--- src/trigger_source_select_regs.vh ---
// constants for the trigger source selection block
// assumes inclusion by bare name from the design files
`ifndef TRIGGER_SOURCE_SELECT_REGS_VH
`define TRIGGER_SOURCE_SELECT_REGS_VH
`define SRC_W 2
`define SRC_FREE_RUN 2'h0
`define SRC_EXTERNAL 2'h1
`define SRC_BUS 2'h2
`define SRC_RESET 2'h0
`define PIN_IDLE 1'b1
`define OPER_RESET 16'h0000
`define CMD_W 2
`define CMD_COMMON_TRIG 2'h0
`define CMD_IMM_TRIG 2'h1
`define CMD_OTHER 2'h2
`define OPER_W 16
`define OPER_WAIT_BIT 5
`endif

--- src/cmd_queue.v ---
// in-order command queue of four entries, registered read data
// assumes commands arrive on the same clock as the main block
`timescale 1ns/1ps
module cmd_queue (
  input wire clk,
  input wire resetn,
  input wire wr_valid,
  input wire [1:0] wr_cmd,
  input wire rd_take,
  output reg rd_valid,
  output reg [1:0] rd_cmd,
  output wire full
);
  reg [1:0] mem [0:3];
  reg [2:0] wp_q;
  reg [2:0] rp_q;
  wire empty = (wp_q == rp_q);
  wire pop = (~rd_valid | rd_take) & ~empty;
  assign full = (wp_q[1:0] == rp_q[1:0]) & (wp_q[2] != rp_q[2]);
  always @(posedge clk) begin
    if (wr_valid & ~full) begin
      mem[wp_q[1:0]] <= wr_cmd;
    end
  end
  always @(posedge clk or negedge resetn) begin
    if (!resetn) begin
      wp_q <= 3'h0;
      rp_q <= 3'h0;
      rd_valid <= 1'b0;
      rd_cmd <= 2'h0;
    end else begin
      if (wr_valid & ~full) begin
        wp_q <= wp_q + 3'h1;
      end
      if (pop) begin
        rp_q <= rp_q + 3'h1;
        rd_cmd <= mem[rp_q[1:0]];
        rd_valid <= 1'b1;
      end else if (rd_take) begin
        rd_valid <= 1'b0;
      end
    end
  end
endmodule

--- src/trigger_source_select.v ---
// trigger source selection and qualification
// assumes ext_trig_pin is asynchronous, all other inputs on clk
// Operation
// - the source setting holds free-run, external or bus and is readable as a code.
// - free-run triggers itself as soon as the measurement is armed.
// - external source triggers on a falling edge of the trigger pin.
// - bus source triggers on the common, immediate or group execute trigger.
// - external and bus triggers are taken only while waiting, else dropped.
// - status bit 5 is registered from waiting, so it follows waiting one clock later.
// - the selection routes either the pin or the bus events into the trigger path.
// - group execute trigger acts at once; trigger commands go through the queue in order.
`timescale 1ns/1ps
`include "trigger_source_select_regs.vh"
module trigger_source_select (
  input wire clk,
  input wire resetn,
  input wire preset,
  input wire src_wr,
  input wire [1:0] src_wdata,
  input wire armed,
  input wire waiting,
  input wire ext_trig_pin,
  input wire group_exec_trig,
  input wire cmd_valid,
  input wire [1:0] cmd_code,
  output reg cmd_ready,
  output reg [1:0] src_sel,
  output reg [15:0] oper_cond,
  output reg trig_out
);
  localparam ST_IDLE = 2'b01;
  localparam ST_ARMED = 2'b10;
  reg [1:0] state_q;
  reg [1:0] state_d;
  reg ext_s1_q;
  reg ext_s2_q;
  reg ext_s3_q;
  reg [1:0] src_sel_d;
  reg src_ok;
  reg sel_free;
  reg sel_ext;
  reg sel_bus;
  reg cmd_is_trig;
  reg path_trig;
  reg arm_entry;
  reg trig_d;
  wire q_valid;
  wire [1:0] q_cmd;
  wire q_full;
  wire ext_fall;
  wire bus_cmd_trig;
  wire bus_trig;
  wire cmd_ready_d;
  wire [15:0] oper_cond_d;
  genvar b;

  // in-order queue for trigger commands
  cmd_queue u_queue (
    .clk(clk),
    .resetn(resetn),
    .wr_valid(cmd_valid),
    .wr_cmd(cmd_code),
    .rd_take(q_valid),
    .rd_valid(q_valid),
    .rd_cmd(q_cmd),
    .full(q_full)
  );

  // pin synchroniser, reset to idle high
  always @(posedge clk or negedge resetn) begin
    if (!resetn) begin
      ext_s1_q <= `PIN_IDLE;
      ext_s2_q <= `PIN_IDLE;
      ext_s3_q <= `PIN_IDLE;
    end else begin
      ext_s1_q <= ext_trig_pin;
      ext_s2_q <= ext_s1_q;
      ext_s3_q <= ext_s2_q;
    end
  end

  assign ext_fall = ext_s3_q & ~ext_s2_q;

  // legal source codes
  always @* begin
    src_ok = 1'b0;
    case (src_wdata)
      `SRC_FREE_RUN: src_ok = 1'b1;
      `SRC_EXTERNAL: src_ok = 1'b1;
      `SRC_BUS: src_ok = 1'b1;
      default: src_ok = 1'b0;
    endcase
  end

  // preset beats a write
  always @* begin
    src_sel_d = src_sel;
    if (preset) begin
      src_sel_d = `SRC_RESET;
    end else if (src_wr && src_ok) begin
      src_sel_d = src_wdata;
    end
  end

  // source decode
  always @* begin
    sel_free = 1'b0;
    sel_ext = 1'b0;
    sel_bus = 1'b0;
    case (src_sel)
      `SRC_FREE_RUN: sel_free = 1'b1;
      `SRC_EXTERNAL: sel_ext = 1'b1;
      `SRC_BUS: sel_bus = 1'b1;
      default: sel_free = 1'b0;
    endcase
  end

  // queued command decode
  always @* begin
    cmd_is_trig = 1'b0;
    case (q_cmd)
      `CMD_COMMON_TRIG: cmd_is_trig = 1'b1;
      `CMD_IMM_TRIG: cmd_is_trig = 1'b1;
      default: cmd_is_trig = 1'b0;
    endcase
  end

  assign bus_cmd_trig = q_valid & cmd_is_trig;
  assign bus_trig = group_exec_trig | bus_cmd_trig;

  // trigger routing
  always @* begin
    path_trig = 1'b0;
    if (sel_ext) begin
      path_trig = ext_fall;
    end else if (sel_bus) begin
      path_trig = bus_trig;
    end
  end

  // arm tracking
  always @* begin
    state_d = state_q;
    arm_entry = 1'b0;
    case (state_q)
      ST_IDLE: begin
        if (armed) begin
          state_d = ST_ARMED;
          arm_entry = 1'b1;
        end
      end
      ST_ARMED: begin
        if (!armed) begin
          state_d = ST_IDLE;
        end
      end
      default: state_d = ST_IDLE;
    endcase
  end

  // free-run fires once on entry to armed
  always @* begin
    trig_d = 1'b0;
    if (sel_free) begin
      trig_d = arm_entry;
    end else begin
      trig_d = path_trig & waiting;
    end
  end

  // status word, only the waiting bit live
  generate
    for (b = 0; b < `OPER_W; b = b + 1) begin : g_oper
      if (b == `OPER_WAIT_BIT) begin : g_wait
        assign oper_cond_d[b] = waiting;
      end else begin : g_zero
        assign oper_cond_d[b] = 1'b0;
      end
    end
  endgenerate

  assign cmd_ready_d = ~q_full;

  // output and arm state registers
  always @(posedge clk or negedge resetn) begin
    if (!resetn) begin
      src_sel <= `SRC_RESET;
    end else begin
      src_sel <= src_sel_d;
    end
  end

  always @(posedge clk or negedge resetn) begin
    if (!resetn) begin
      state_q <= ST_IDLE;
    end else begin
      state_q <= state_d;
    end
  end

  always @(posedge clk or negedge resetn) begin
    if (!resetn) begin
      trig_out <= 1'b0;
    end else begin
      trig_out <= trig_d;
    end
  end

  always @(posedge clk or negedge resetn) begin
    if (!resetn) begin
      oper_cond <= `OPER_RESET;
    end else begin
      oper_cond <= oper_cond_d;
    end
  end

  always @(posedge clk or negedge resetn) begin
    if (!resetn) begin
      cmd_ready <= 1'b0;
    end else begin
      cmd_ready <= cmd_ready_d;
    end
  end
endmodule

--- config.mk ---
export PLATFORM = sky130hd
export DESIGN_NAME = trigger_source_select
export DESIGN_NICKNAME = d
export VERILOG_FILES = /design/src/cmd_queue.v /design/src/trigger_source_select.v
export VERILOG_INCLUDE_DIRS = /design/src /design/src/src
export SDC_FILE = /design/constraint.sdc
export NUM_CORES = 1
export LEC_CHECK = 0
export ABC_AREA = 1
export BUFFER_PORTS_ARGS = -buffer_cell sky130_fd_sc_hd__buf_4
export CORE_ASPECT_RATIO = 1.1
export CORE_MARGIN = 8
export CORE_UTILIZATION = 35
export CTS_CLUSTER_DIAMETER = 80
export DETAILED_ROUTE_END_ITERATION = 7
export PLACE_DENSITY = 0.63
export SYNTH_ARGS = -nofsm -noshare
export SYNTH_HDL_FRONTEND = slang
export SYNTH_SLANG_ARGS = --single-unit
--- constraint.sdc ---
create_clock -name clk -period 1.35 [get_ports clk]
set_input_delay 0.27 -clock clk [delete_from_list [all_inputs] [get_ports clk]]
set_output_delay 0.27 -clock clk [all_outputs]
set_load 0.01 [all_outputs]
## Word-level counts from Yosys, hierarchy flattened

Memories as Yosys holds them, arrays and structs flattened. A register that Yosys moved wholly into a read port is not among the register bits.
Cells that the tools add are included.

- Bits in registers: 17
- Memory bits (writable): 8
- Bits of input ports: 13
- Output and inout bits: 20
- Word-level logic and storage cells: 62
- Memories kept: 1

- Add/subtract/negate cells: 2
- Equal/unequal tests: 12
- Muxes and demuxes: 18
- Bitwise operators: 8
- Reductions and logical operators: 10

Memory list:

| name | depth | bits a word | rd ports | clocked after Yosys merged registers in | write ports | RTL line | RTL |
|---|---|---|---|---|---|---|---|
| u_queue.mem | 4 | 2 | 1 | 1 | 1 | cmd_queue.v:14 | `reg [1:0] mem [0:3];` |

Operators by type and width:

| operator | count |
|---|---|
| $mux W1 | 13 |
| $eq A2 B1 Y1 const B | 4 |
| $mux W2 | 4 |
| $add A3 B1 Y3 const B | 2 |
| $eq A2 B2 Y1 const B | 3 |
| $logic_not A2 Y1 | 3 |
| $and A1 B1 Y1 | 5 |
| $ne A2 B2 Y1 const B | 2 |
| $pmux W2 S2 | 1 |
| $eq A3 B3 Y1 | 1 |
| $reduce_or A3 Y1 | 1 |
| $eq A2 B2 Y1 | 1 |
| $logic_not A1 Y1 | 2 |
| $not A1 Y1 | 2 |
| $reduce_and A2 Y1 | 1 |
| $reduce_bool A2 Y1 | 1 |
| $reduce_or A2 Y1 | 1 |
| $logic_and A1 B1 Y1 | 1 |
| $ne A1 B1 Y1 | 1 |
| $or A1 B1 Y1 | 1 |

## Logic depth before layout (Yosys ltp)

Gate-level depths: netlist (run 1).

- Word-level depth: 9
- Mapped depth: 8
- Mapped depth without buffers: 8

## Modules after synthesis

A second synthesis (run 1) with hierarchy kept.

- Cells, all modules: 160
- Area, all modules: 1,418.9 sq um

By module, submodules not included:

| module | instances | cells an instance | area an instance (sq um) |
|---|---|---|---|
| cmd_queue | 1 | 104 | 910.9 |
| trigger_source_select | 1 | 56 | 508.0 |

## Worst setup path before layout (run 1)

OpenSTA, ideal clock, no wires.

- Kind: register to register
- From: reg u_queue.rp_q[1]
- To: mem u_queue.mem[0][1], enable pin
- Setup time: 238 ps
- Arrival time: 959 ps
- Slack: 152 ps
- Cell stages (with the launch flop): 5
- Path buffers: 0
- Clock period less this slack: 1,198 ps
- Cells stage by stage: dfrtp_1 xnor2_1 nand3_2 nand2_4 nor2_1

- Word-level cells in the longest chain between the ends: 6

Ends and longest elaborated chain:

| what | RTL line | RTL |
|---|---|---|
| from (decl) | cmd_queue.v:16 | `reg [2:0] rp_q;` |
| from (signal assigned) | cmd_queue.v:36 | `rp_q <= rp_q + 3'h1;` |
| $eq A2 B2 Y1 | cmd_queue.v:19 | `assign full = (wp_q[1:0] == rp_q[1:0]) & (wp_q[2] != rp_q[2]);` |
| $and A1 B1 Y1 | cmd_queue.v:19 |  |
| $not A1 Y1 | n/a |  |
| named net cmd_ready_d | trigger_source_select.v:53 | `wire cmd_ready_d;` |
| $and A1 B1 Y1 | cmd_queue.v:21 | `if (wr_valid & ~full) begin` |
| $mux W1 | cmd_queue.v:21 |  |
| $mux W1 (not written as such) | cmd_queue.v:22 | `mem[wp_q[1:0]] <= wr_cmd;` |
| to (decl) | cmd_queue.v:14 |  |

The timed path passes the listed nets, and every way through them passes these cells.

## Worst setup path in the final report (run 1)

- From: reg u_queue.wp_q[0]
- To: mem u_queue.mem[2][1], enable pin

- Word-level cells in the longest chain between the ends: 6

Ends and longest elaborated chain:

| what | RTL line | RTL |
|---|---|---|
| from (decl) | cmd_queue.v:15 | `reg [2:0] wp_q;` |
| from (signal assigned) | cmd_queue.v:33 | `wp_q <= wp_q + 3'h1;` |
| $eq A2 B2 Y1 | cmd_queue.v:19 |  |
| $and A1 B1 Y1 | cmd_queue.v:19 |  |
| $not A1 Y1 | n/a |  |
| named net cmd_ready_d | trigger_source_select.v:53 |  |
| $and A1 B1 Y1 | cmd_queue.v:21 |  |
| $mux W1 | cmd_queue.v:21 |  |
| $mux W1 (not written as such) | cmd_queue.v:22 |  |

The timed path passes the listed nets, and every way through them passes these cells.

==> results.toml, run 1 <==
[outcome]
status = "completed"

[clock_network]
cts.htree.levels = 1
cts_tree = "yes"
clkTransAtPathRegs_ps = 120
clock_path_buffers = 2
clock_sinks = 22
cts_resized = 0
cts_root_buffer = "clkbuf_4"
worstSkewPairLatency_ps = 310
cts_buffers = 3

[global_route]
antenna_found_initial = 0
grt_max_degree = 19
first_global_vias = 771
overflow = 0
grtUsageTotal_pct = 7.407
grt_pass1_wl_um = 3160

[timing]
drv_slew = 0
post-route-period-util_pct = 89.68
rsz0062_at_grt = "false"
fin_ws_ps = 139.3
fmax_mhz = 826.0
fin_crit_ps = 1211
setup_violations = 0
fin_skew_ps = 10.17
final-hold-violation-count = 0
setup_tns_ps = 0

[floorplan]
die_w_um = 69.63
io-pin-count = 33
row_count = 21
dieArea_sq_um = 5222
die_h_um = 74.99
start_util_pct = 36.65
core-area_sq_um = 3022

[synth]
synth_cell_types = 20
synth_cells = 121
ys_seq_elements = 22
ys_seq_area_share_pct = 51.98
synth_area_sq_um = 1107
synth_area_per_cell_sq_um = 9.151
yosys_warnings = 0

[worst_setup_path]
crit_type = "flip-flop to flip-flop"
setup.worst_path.end_class = "flip-flop"
critPathMaxFanout = 7
start_kind = "flip-flop"
reg2reg_depth = 6
critical_path_required_ps = 1430
crit_arrival_ps = 1290

[final_layout]
layout-drive-gt1-share_pct = 23.29
antenna_cells = 0
multiInputGateArea_sq_um = 404.1
fillCellCount = 297
seq_area_sq_um = 575.6
nets = 165
instances_no_fill = 180
syn2layout_area_growth_pct = 17.85

[power]
peakVddDrop_mv = 1.279
p_sw_share_pct = 36.70
p_comb_share_pct = 42.4
power_mw = 2.524
internal-power_mw = 1.598
cellPowerDensity_nw_per_um2 = 1934
p_seq_share_pct = 41.0
p_leak_nw = 0.7004
power_switching_mw = 0.9262
power_frac_clock_pct = 16.6

[placed_design]
place_hpwl_um = 1513
routabilityCongestion = 0.7761
placed_cells = 175
io_buffers = 16
dp_worst_setup_slack_ps = 146.6

[run]
maxCapViolCount = 0

[route]
drt-vias-per-instance = 4.278
wl_um = 1848
final_antenna_net_count = 0
via_count = 770
wl_per_cell_um = 10.27
firstDrtPassIters = 4
remaining_drc_errors = 0
drt_iter0_markers = 32

[min_path]
hold_depth = 1
hold_path_class = "input port to flip-flop"
-- cells in the final DEF (no fill, tap or decap) --
cell            n
ha_1            5
nand3_2         2
inv_1          16
a21oi_1         1
dfstp_2         4
xnor2_1         1
dlygate4sd3_1   1
inv_2           2
nor2_1         11
nand2_4         1
xor2_1          3
nand2_1        28
o21ai_0         3
clkbuf_4        3
nand3_1         6
o22ai_1         1
clkbuf_16       1
edfxtp_1        4
o21ai_1         2
buf_4          21
a31oi_1         1
dfrtp_1        14
conb_1         15
-- synthesized netlist by cell type --
master    instances  area share [%]
o22ai_1           1            0.57
o21ai_1           2            0.90
nand3_1           6             2.7
xor2_1            3             2.4
o21ai_0           3             1.4
conb_1            1            0.34
nand2_4           1             1.0
xnor2_1           1            0.79
nand3_2           2             1.8
edfxtp_1          4              11
dfrtp_1          14              32
inv_1            16             5.4
nor2_1           11             3.7
nand2_1          28             9.5
dfstp_2           4             9.5
a21oi_1           1            0.45
ha_1              5             5.6
a31oi_1           1            0.57
inv_2             2            0.68
buf_4            15              10
-- worst max-delay path, stage by stage, from the launching register on --
cell and delay (ps):
dfrtp_1 410, inv_1 120, nand2_1 70, nand2_1 100
nand3_2 120, nand2_4 120, nor2_1 50
-- power groups by stage --
stage	Sequential [mW]	Combinational, mW	Clock (mW)
2_1_floorplan	1.06	0.735	0
3_3_place_gp	1.04	1.05	0
3_5_place_dp	1.05	1.09	0
4_1_cts	1.04	1.10	0.438
5_1_grt	1.06	1.26	0.469
6_report	1.03	1.07	0.418
-- flip-flops by register name, summed over array words and instances, names as in the netlist, 2 cells and up --
| signal | flops |
|---|---|
| u_queue.wp_q | 3 |
| u_queue.rp_q | 3 |
| src_sel | 2 |
| u_queue.mem | 4 |
| state_q | 2 |
-- what timing repair did --
action / in CTS / in global routing
hold endpoints to repair: 14 / 0
hold buffers: 1 / 0
setup buffers: 0 / 0
-- final timing paths --
kind                            startpoint           endpoint  slack [ps]
setup / recovery           u_queue.wp_q[0]  u_queue.mem[2][1]         140
hold / removal                ext_trig_pin           ext_s1_q          60
setup reg to reg           u_queue.wp_q[0]  u_queue.mem[2][1]         140
hold reg to reg                   ext_s1_q           ext_s2_q         370
max in group asynchronous           resetn           ext_s3_q         740
min in group asynchronous           resetn       oper_cond[5]         350
-- per-stage QoR --
stage	hold slack [ps]	area, sq um	utilization (%)
2_1_floorplan	-25.59	1160	-
5_1_grt	24.89	1305	43.19
6_report	58.64	1305	43.19
3_5_place_dp	151.9	1247	41.28
3_3_place_gp	150.7	1247	41.28
4_1_cts	45.61	1305	43.19
-- cell type report --
type | count | share of cell area, %
tap | 34 | 3.260
inverter | 18 | 5.177
timing repair buffer | 22 | 12.85
clock buffer | 4 | 3.643
multi-input combinational | 80 | 30.97
sequential | 22 | 44.10
-- kinds of logic (layout without fill, tap and decap cells) --
group / count (synthesis) / after routing / share of synthesized area (%)
other cells: 1 / 15 / 0.3387
flops: 22 / 22 / 51.98
fa+ha+maj: 5 / 5 / 5.650
simple gates: 48 / 48 / 18.76
compound gates: 8 / 8 / 3.842
buf+inv: 33 / 44 / 16.27
xor+xnor: 4 / 4 / 3.164
-- routing by layer --
layer,wire length [um],track usage (%),share of wire (%)
met2,881,12.70,48
met4,13,2.009,0.70
met5,0,0,0
met3,178,4.875,9.6
met1,774,7.344,42
No activity file was read; power rests on OpenSTA's default activity.
==> run 2, diff against run 1 <==
ABC_AREA = default   (was 1)
CORE_ASPECT_RATIO = 1.5   (was 1.1)
==> run 2 against run 1 <==
- the flow now finishes with violations (setup timing)
- via count fell by 13%
- sequential cell count did not move
- largest power group unchanged
- critical endpoint is now u_queue.wp_q[1]
- synthesized cell count shrank 30%
- die area down 1.8%
- clock skew shrank 7.8 ps
- cell area up 9.3%
- maximum frequency decreased by 17%
- area after synthesis shrank 3.2%
==> results.toml, run 2 <==
[outcome]
status = "finished, violations left"
violations = "setup timing"

[synth]
synth_area_sq_um = 1072
synth_commonest_cells = "buf_4 (15), dfrtp_1 (14), inv_1 (7)"
ys_seq_area_share_pct = 53.68
synth_area_leaders = "dfrtp_1 (33%), edfxtp_1 (11%), buf_4 (11%)"
ys_seq_elements = 22
synth_cells = 85
synth_most_common_cell = "buf_4"
async_flop_share_pct = 81.82
yosys_warnings = 0
synth_cell_types = 27
synth_edf_count = 4
synthFlopType = "dfrtp_1"
synth_top_area_share_pct = 32.67
synth_area_per_cell_sq_um = 12.62
synth_area_leader_cell = "dfrtp_1"

[final_layout]
nets = 138
multiInputGateArea_sq_um = 480.5
largest_reg_flops = 4
instances_no_fill = 158
layout-drive-gt1-share_pct = 44.54
syn2layout_area_growth_pct = 33.02
seq_area_sq_um = 579.3
fillCellCount = 278
layout_commonest_cell = "buf_4"
antenna_cells = 0
final_cell_mix = "buf_4 (30), conb_1 (15), dfrtp_1 (11)"

[route]
via_count = 671
final_antenna_net_count = 0
wl_um = 2040
drt-vias-per-instance = 4.247
remaining_drc_errors = 0
wl_per_cell_um = 12.91
firstDrtPassIters = 2
drt_iter0_markers = 16

[clock_network]
cts_buffers = 3
clock_path_buffers = 2
clock_sinks = 22
cts_root_buffer = "clkbuf_8"
worstSkewPairLatency_ps = 260
cts_tree = "yes"
cts.htree.levels = 1
clkTransAtPathRegs_ps = 70

[power]
p_comb_share_pct = 52.5
cellPowerDensity_nw_per_um2 = 2244
peakVddDrop_mv = 1.368
p_leak_nw = 0.6678
internal-power_mw = 2.117
power_switching_mw = 1.084
p_sw_share_pct = 33.87
p_seq_share_pct = 34.9
power_frac_clock_pct = 12.5

[worst_setup_path]
crit_type = "flip-flop to flip-flop"
crit_slowest_cell = "dfrtp_1"
cp_slowest_stage_delay_ps = 440
setup.worst_path.end_class = "flip-flop"
critical_path_required_ps = 1500
crit_arrival_ps = 1600
crit_start = "u_queue.wp_q[1]"
critPathMaxFanout = 5
start_kind = "flip-flop"
r2r_slack_ps = -100
r2r_start = "u_queue.wp_q[1]"
cp_cell_sequence = "xor2_2, o31a_1, mux2_4"

[placed_design]
placed_cells = 146
io_buffers = 16
routabilityCongestion = 0.6976
place_hpwl_um = 1433

[global_route]
first_global_vias = 745
antenna_found_initial = 0
grt_max_degree = 19
overflow = 0
grtUsageTotal_pct = 8.238
grt_pass1_wl_um = 3263

[timing]
fmax_mhz = 688.8
final-hold-violation-count = 0
post-route-period-util_pct = 107.5
setup_violations = 8
rsz0062_at_grt = "true"
fin_skew_ps = 2.413
fin_ws_ps = -101.8
setup_tns_ps = -524.3
fin_crit_ps = 1452
drv_slew = 0

[min_path]
hold_path_class = "input port to flip-flop"
hp-start = "ext_trig_pin"

[floorplan]
die_h_um = 83.79
dieArea_sq_um = 5128
io-pin-count = 33
core-area_sq_um = 2913
start_util_pct = 36.81
row_count = 24
die_w_um = 61.20

[run]
maxCapViolCount = 0
[run 2: final timing paths]
check / endpoint / cells after the start
max in group asynchronous: ext_s2_q / 2
worst min register to register: ext_s2_q / 0
worst min-delay path: ext_s1_q / 1
min in group asynchronous: oper_cond[5] / 2
worst max-delay path: u_queue.wp_q[1] / 3
worst max register to register: u_queue.wp_q[1] / 3
[run 2: metal layers]
layer | vias to the layer above | track usage (%) | share of wire [%]
li1 | 315 | - | -
met1 | 331 | 8.341 | 33
met2 | 20 | 14.44 | 57
met3 | 5 | 2.315 | 7.9
met4 | 0 | 3.838 | 1.9
met5 | - | 0 | 0
[run 2: critical path, delay by kind of cell (launching register included)]
family | cells | cell delay, ps
AOI/OAI and AO/OA | 1 | 370
xor gates and xnor gates | 1 | 220
DFF | 1 | 440
muxes | 1 | 320
[run 2: final cells by class]
cell class,count,share of cell area [%]
timing repair buffer,32,17.28
tap,39,3.421
clock inverter,1,0.2632
inverter,7,1.842
multi-input combinational,54,33.68
sequential,22,40.61
clock buffer,3,2.895
[run 2: cells by family (layout without fill, tap and decap cells)]
family                   count (synthesis)  in the layout  synth area share (%)
other                                    1             15                0.3497
AO/OA/AOI/OAI                            6              6                 4.085
buffers and inverters                   23             43                 14.00
multiplexers                             4              4                 5.600
flip-flops                              22             22                 53.68
AND/OR/NAND/NOR                         14             14                 8.285
adder cells (fa/ha/maj)                  5              5                 5.834
XOR/XNOR                                10             10                 8.168
[run 2: power groups by stage]
stage / sequential, mW / combinational, mW / clock [mW]
after floorplan: 1.06 / 0.769 / 0
after global placement: 1.06 / 1.08 / 0
after detailed placement: 1.07 / 1.12 / 0
after CTS: 1.10 / 1.36 / 0.407
after global routing: 1.15 / 1.85 / 0.450
final: 1.12 / 1.68 / 0.401
[run 2: metrics by stage]
| step | setup WS (ps) | utilization, % | power, mW | cell area [sq um] | hold slack, ps |
|---|---|---|---|---|---|
| 2_1_floorplan | -73.19 | - | 1.829 | 1125 | -25.59 |
| 3_3_place_gp | -137.3 | 42.23 | 2.141 | 1230 | 144.6 |
| 3_5_place_dp | -164.6 | 42.23 | 2.188 | 1230 | 145.1 |
| 4_1_cts | -81.17 | 46.26 | 2.865 | 1348 | 111.7 |
| 5_1_grt | -161.4 | 48.97 | 3.448 | 1426 | 103.1 |
| 6_report | -101.8 | 48.97 | 3.201 | 1426 | 115.9 |
[run 2: what timing repair did]
item / CTS / global route
endpoints found under the hold margin: 14 / 0
pin swaps: 6 / 6
gates resized for setup: 9 / 6
setup buffers: 2 / 5
setup endpoints to repair: 8 / 11
hold buffers: 1 / 0
==> run 3, diff against run 2 <==
SETUP_SLACK_MARGIN = 0.15   (was default)
==> run 3 against run 2 <==
- the flow still finishes with violations (setup timing)
- maximum frequency up 2.3%
- cell area down 2.6%
- sequential power about the same
- hold slack better by 5.6 ps
- cell count down 0.63%
- clock power down 2%
- critical path type unchanged
- largest power group unchanged
==> results.toml, run 3 (same netlist as run 2, synthesis figures left out) <==
[outcome]
status = "finished, violations left"
violations = "setup timing"

[timing]
drv_slew = 0
fin_skew_ps = 3.953
rsz0062_at_grt = "true"
fin_hold_ws_ps = 121.4
fin_ws_ps = -69.44
fin_crit_ps = 1419
fmax_mhz = 704.5
post-route-period-util_pct = 105.1
setup_tns_ps = -298.6
setup_violations = 7
final-hold-violation-count = 0

[placed_design]
dp_worst_setup_slack_ps = -136.1
routabilityCongestion = 0.6908
io_buffers = 16
place_hpwl_um = 1453
placed_area_sq_um = 1234
placed_cells = 145

[power]
power_mw = 2.979
p_leak_nw = 0.6554
peakVddDrop_mv = 1.023
cellPowerDensity_nw_per_um2 = 2145

[worst_setup_path]
crit_arrival_ps = 1570
critPathMaxFanout = 5
reg2reg_depth = 3
start_kind = "flip-flop"
r2r_start = "u_queue.wp_q[1]"
crit_start = "u_queue.wp_q[1]"
crit_end = "u_queue.wp_q[1]"
timing.rr.end = "u_queue.wp_q[1]"
r2r_slack_ps = -70
setup.worst_path.end_class = "flip-flop"
crit_type = "flip-flop to flip-flop"
critical_path_required_ps = 1500

[clock_network]
cts.htree.levels = 1
clock_path_buffers = 2
worstSkewPairLatency_ps = 260
cts_buffers = 3
cts_root_buffer = "clkbuf_8"
cts_tree = "yes"
clock_sinks = 22
clkTransAtPathRegs_ps = 70

[global_route]
antenna_found_initial = 0
first_global_vias = 703
grt_max_degree = 19
grtUsageTotal_pct = 8.263
overflow = 0
grt_pass1_wl_um = 3229

[floorplan]
die_h_um = 83.79
row_count = 24
dieArea_sq_um = 5128
die_w_um = 61.20
start_util_pct = 36.81
io-pin-count = 33
core-area_sq_um = 2913

[route]
final_antenna_net_count = 0
wl_um = 1946
drt-vias-per-instance = 4.204
firstDrtPassIters = 3
via_count = 660
drt_iter0_markers = 14
remaining_drc_errors = 0
wl_per_cell_um = 12.39

[run]
maxCapViolCount = 0

[final_layout]
largest_reg_flops = 4
final_cell_mix = "buf_4 (30), conb_1 (15), dfrtp_1 (12)"
post-route-util_pct = 47.68
antenna_cells = 0
instances_no_fill = 157
layout_commonest_cell = "buf_4"
layout-drive-gt1-share_pct = 41.53
final_area_sq_um = 1389
nets = 137
syn2layout_area_growth_pct = 29.52

[min_path]
hold_path_class = "input port to flip-flop"
-- run 3: worst max-delay path, cell delays in order (launching register included) --
cell and delay (ps):
dfrtp_1 420, xor2_2 210, o31a_1 370, mux2_4 310
-- run 3: metal layers --
metal | part of all wire (%) | global-route usage [%]
met1 | 35 | 8.875
met2 | 54 | 13.67
met3 | 9.6 | 2.778
met4 | 1.6 | 3.838
met5 | 0 | 0
-- run 3: cell type report --
type,count,area (sq um)
clock buffers,3,41.29
clock inverters,1,3.754
fillers,267,1524
inverters,7,26.28
multi-input cells,54,455.4
flip-flops and latches,22,578.1
well taps,39,48.80
repair buffers,31,235.2
-- run 3: worst min path at each step --
stage / from / to / slack [ps] / cells after the start
after global routing: ext_trig_pin / ext_s1_q / 110 / 1
after detailed placement: resetn / state_q[1] / 150 / 1
after global placement: resetn / state_q[1] / 150 / 1
after floorplan: resetn / cmd_ready / -30 / 0
after CTS: ext_trig_pin / ext_s1_q / 110 / 1
final: ext_trig_pin / ext_s1_q / 120 / 1
-- run 3: repair_timing --
action | 4_1_cts | 5_1_grt
pin swaps | 6 | 1
endpoints found under the setup margin | 10 | 13
buffers inserted | 5 | 2
hold buffers | 1 | 0
endpoints found under the hold margin | 14 | 0
gates resized for setup | 6 | 2
-- run 3: report_power, final --
group / total, mW / leakage (nW) / internal, mW / switching, mW
logic: 1.47 / 0.391 / 0.878 / 0.597
clock network: 0.393 / 0.0231 / 0.203 / 0.191
registers: 1.11 / 0.242 / 0.913 / 0.197
total: 2.98 / 0.655 / 1.99 / 0.985
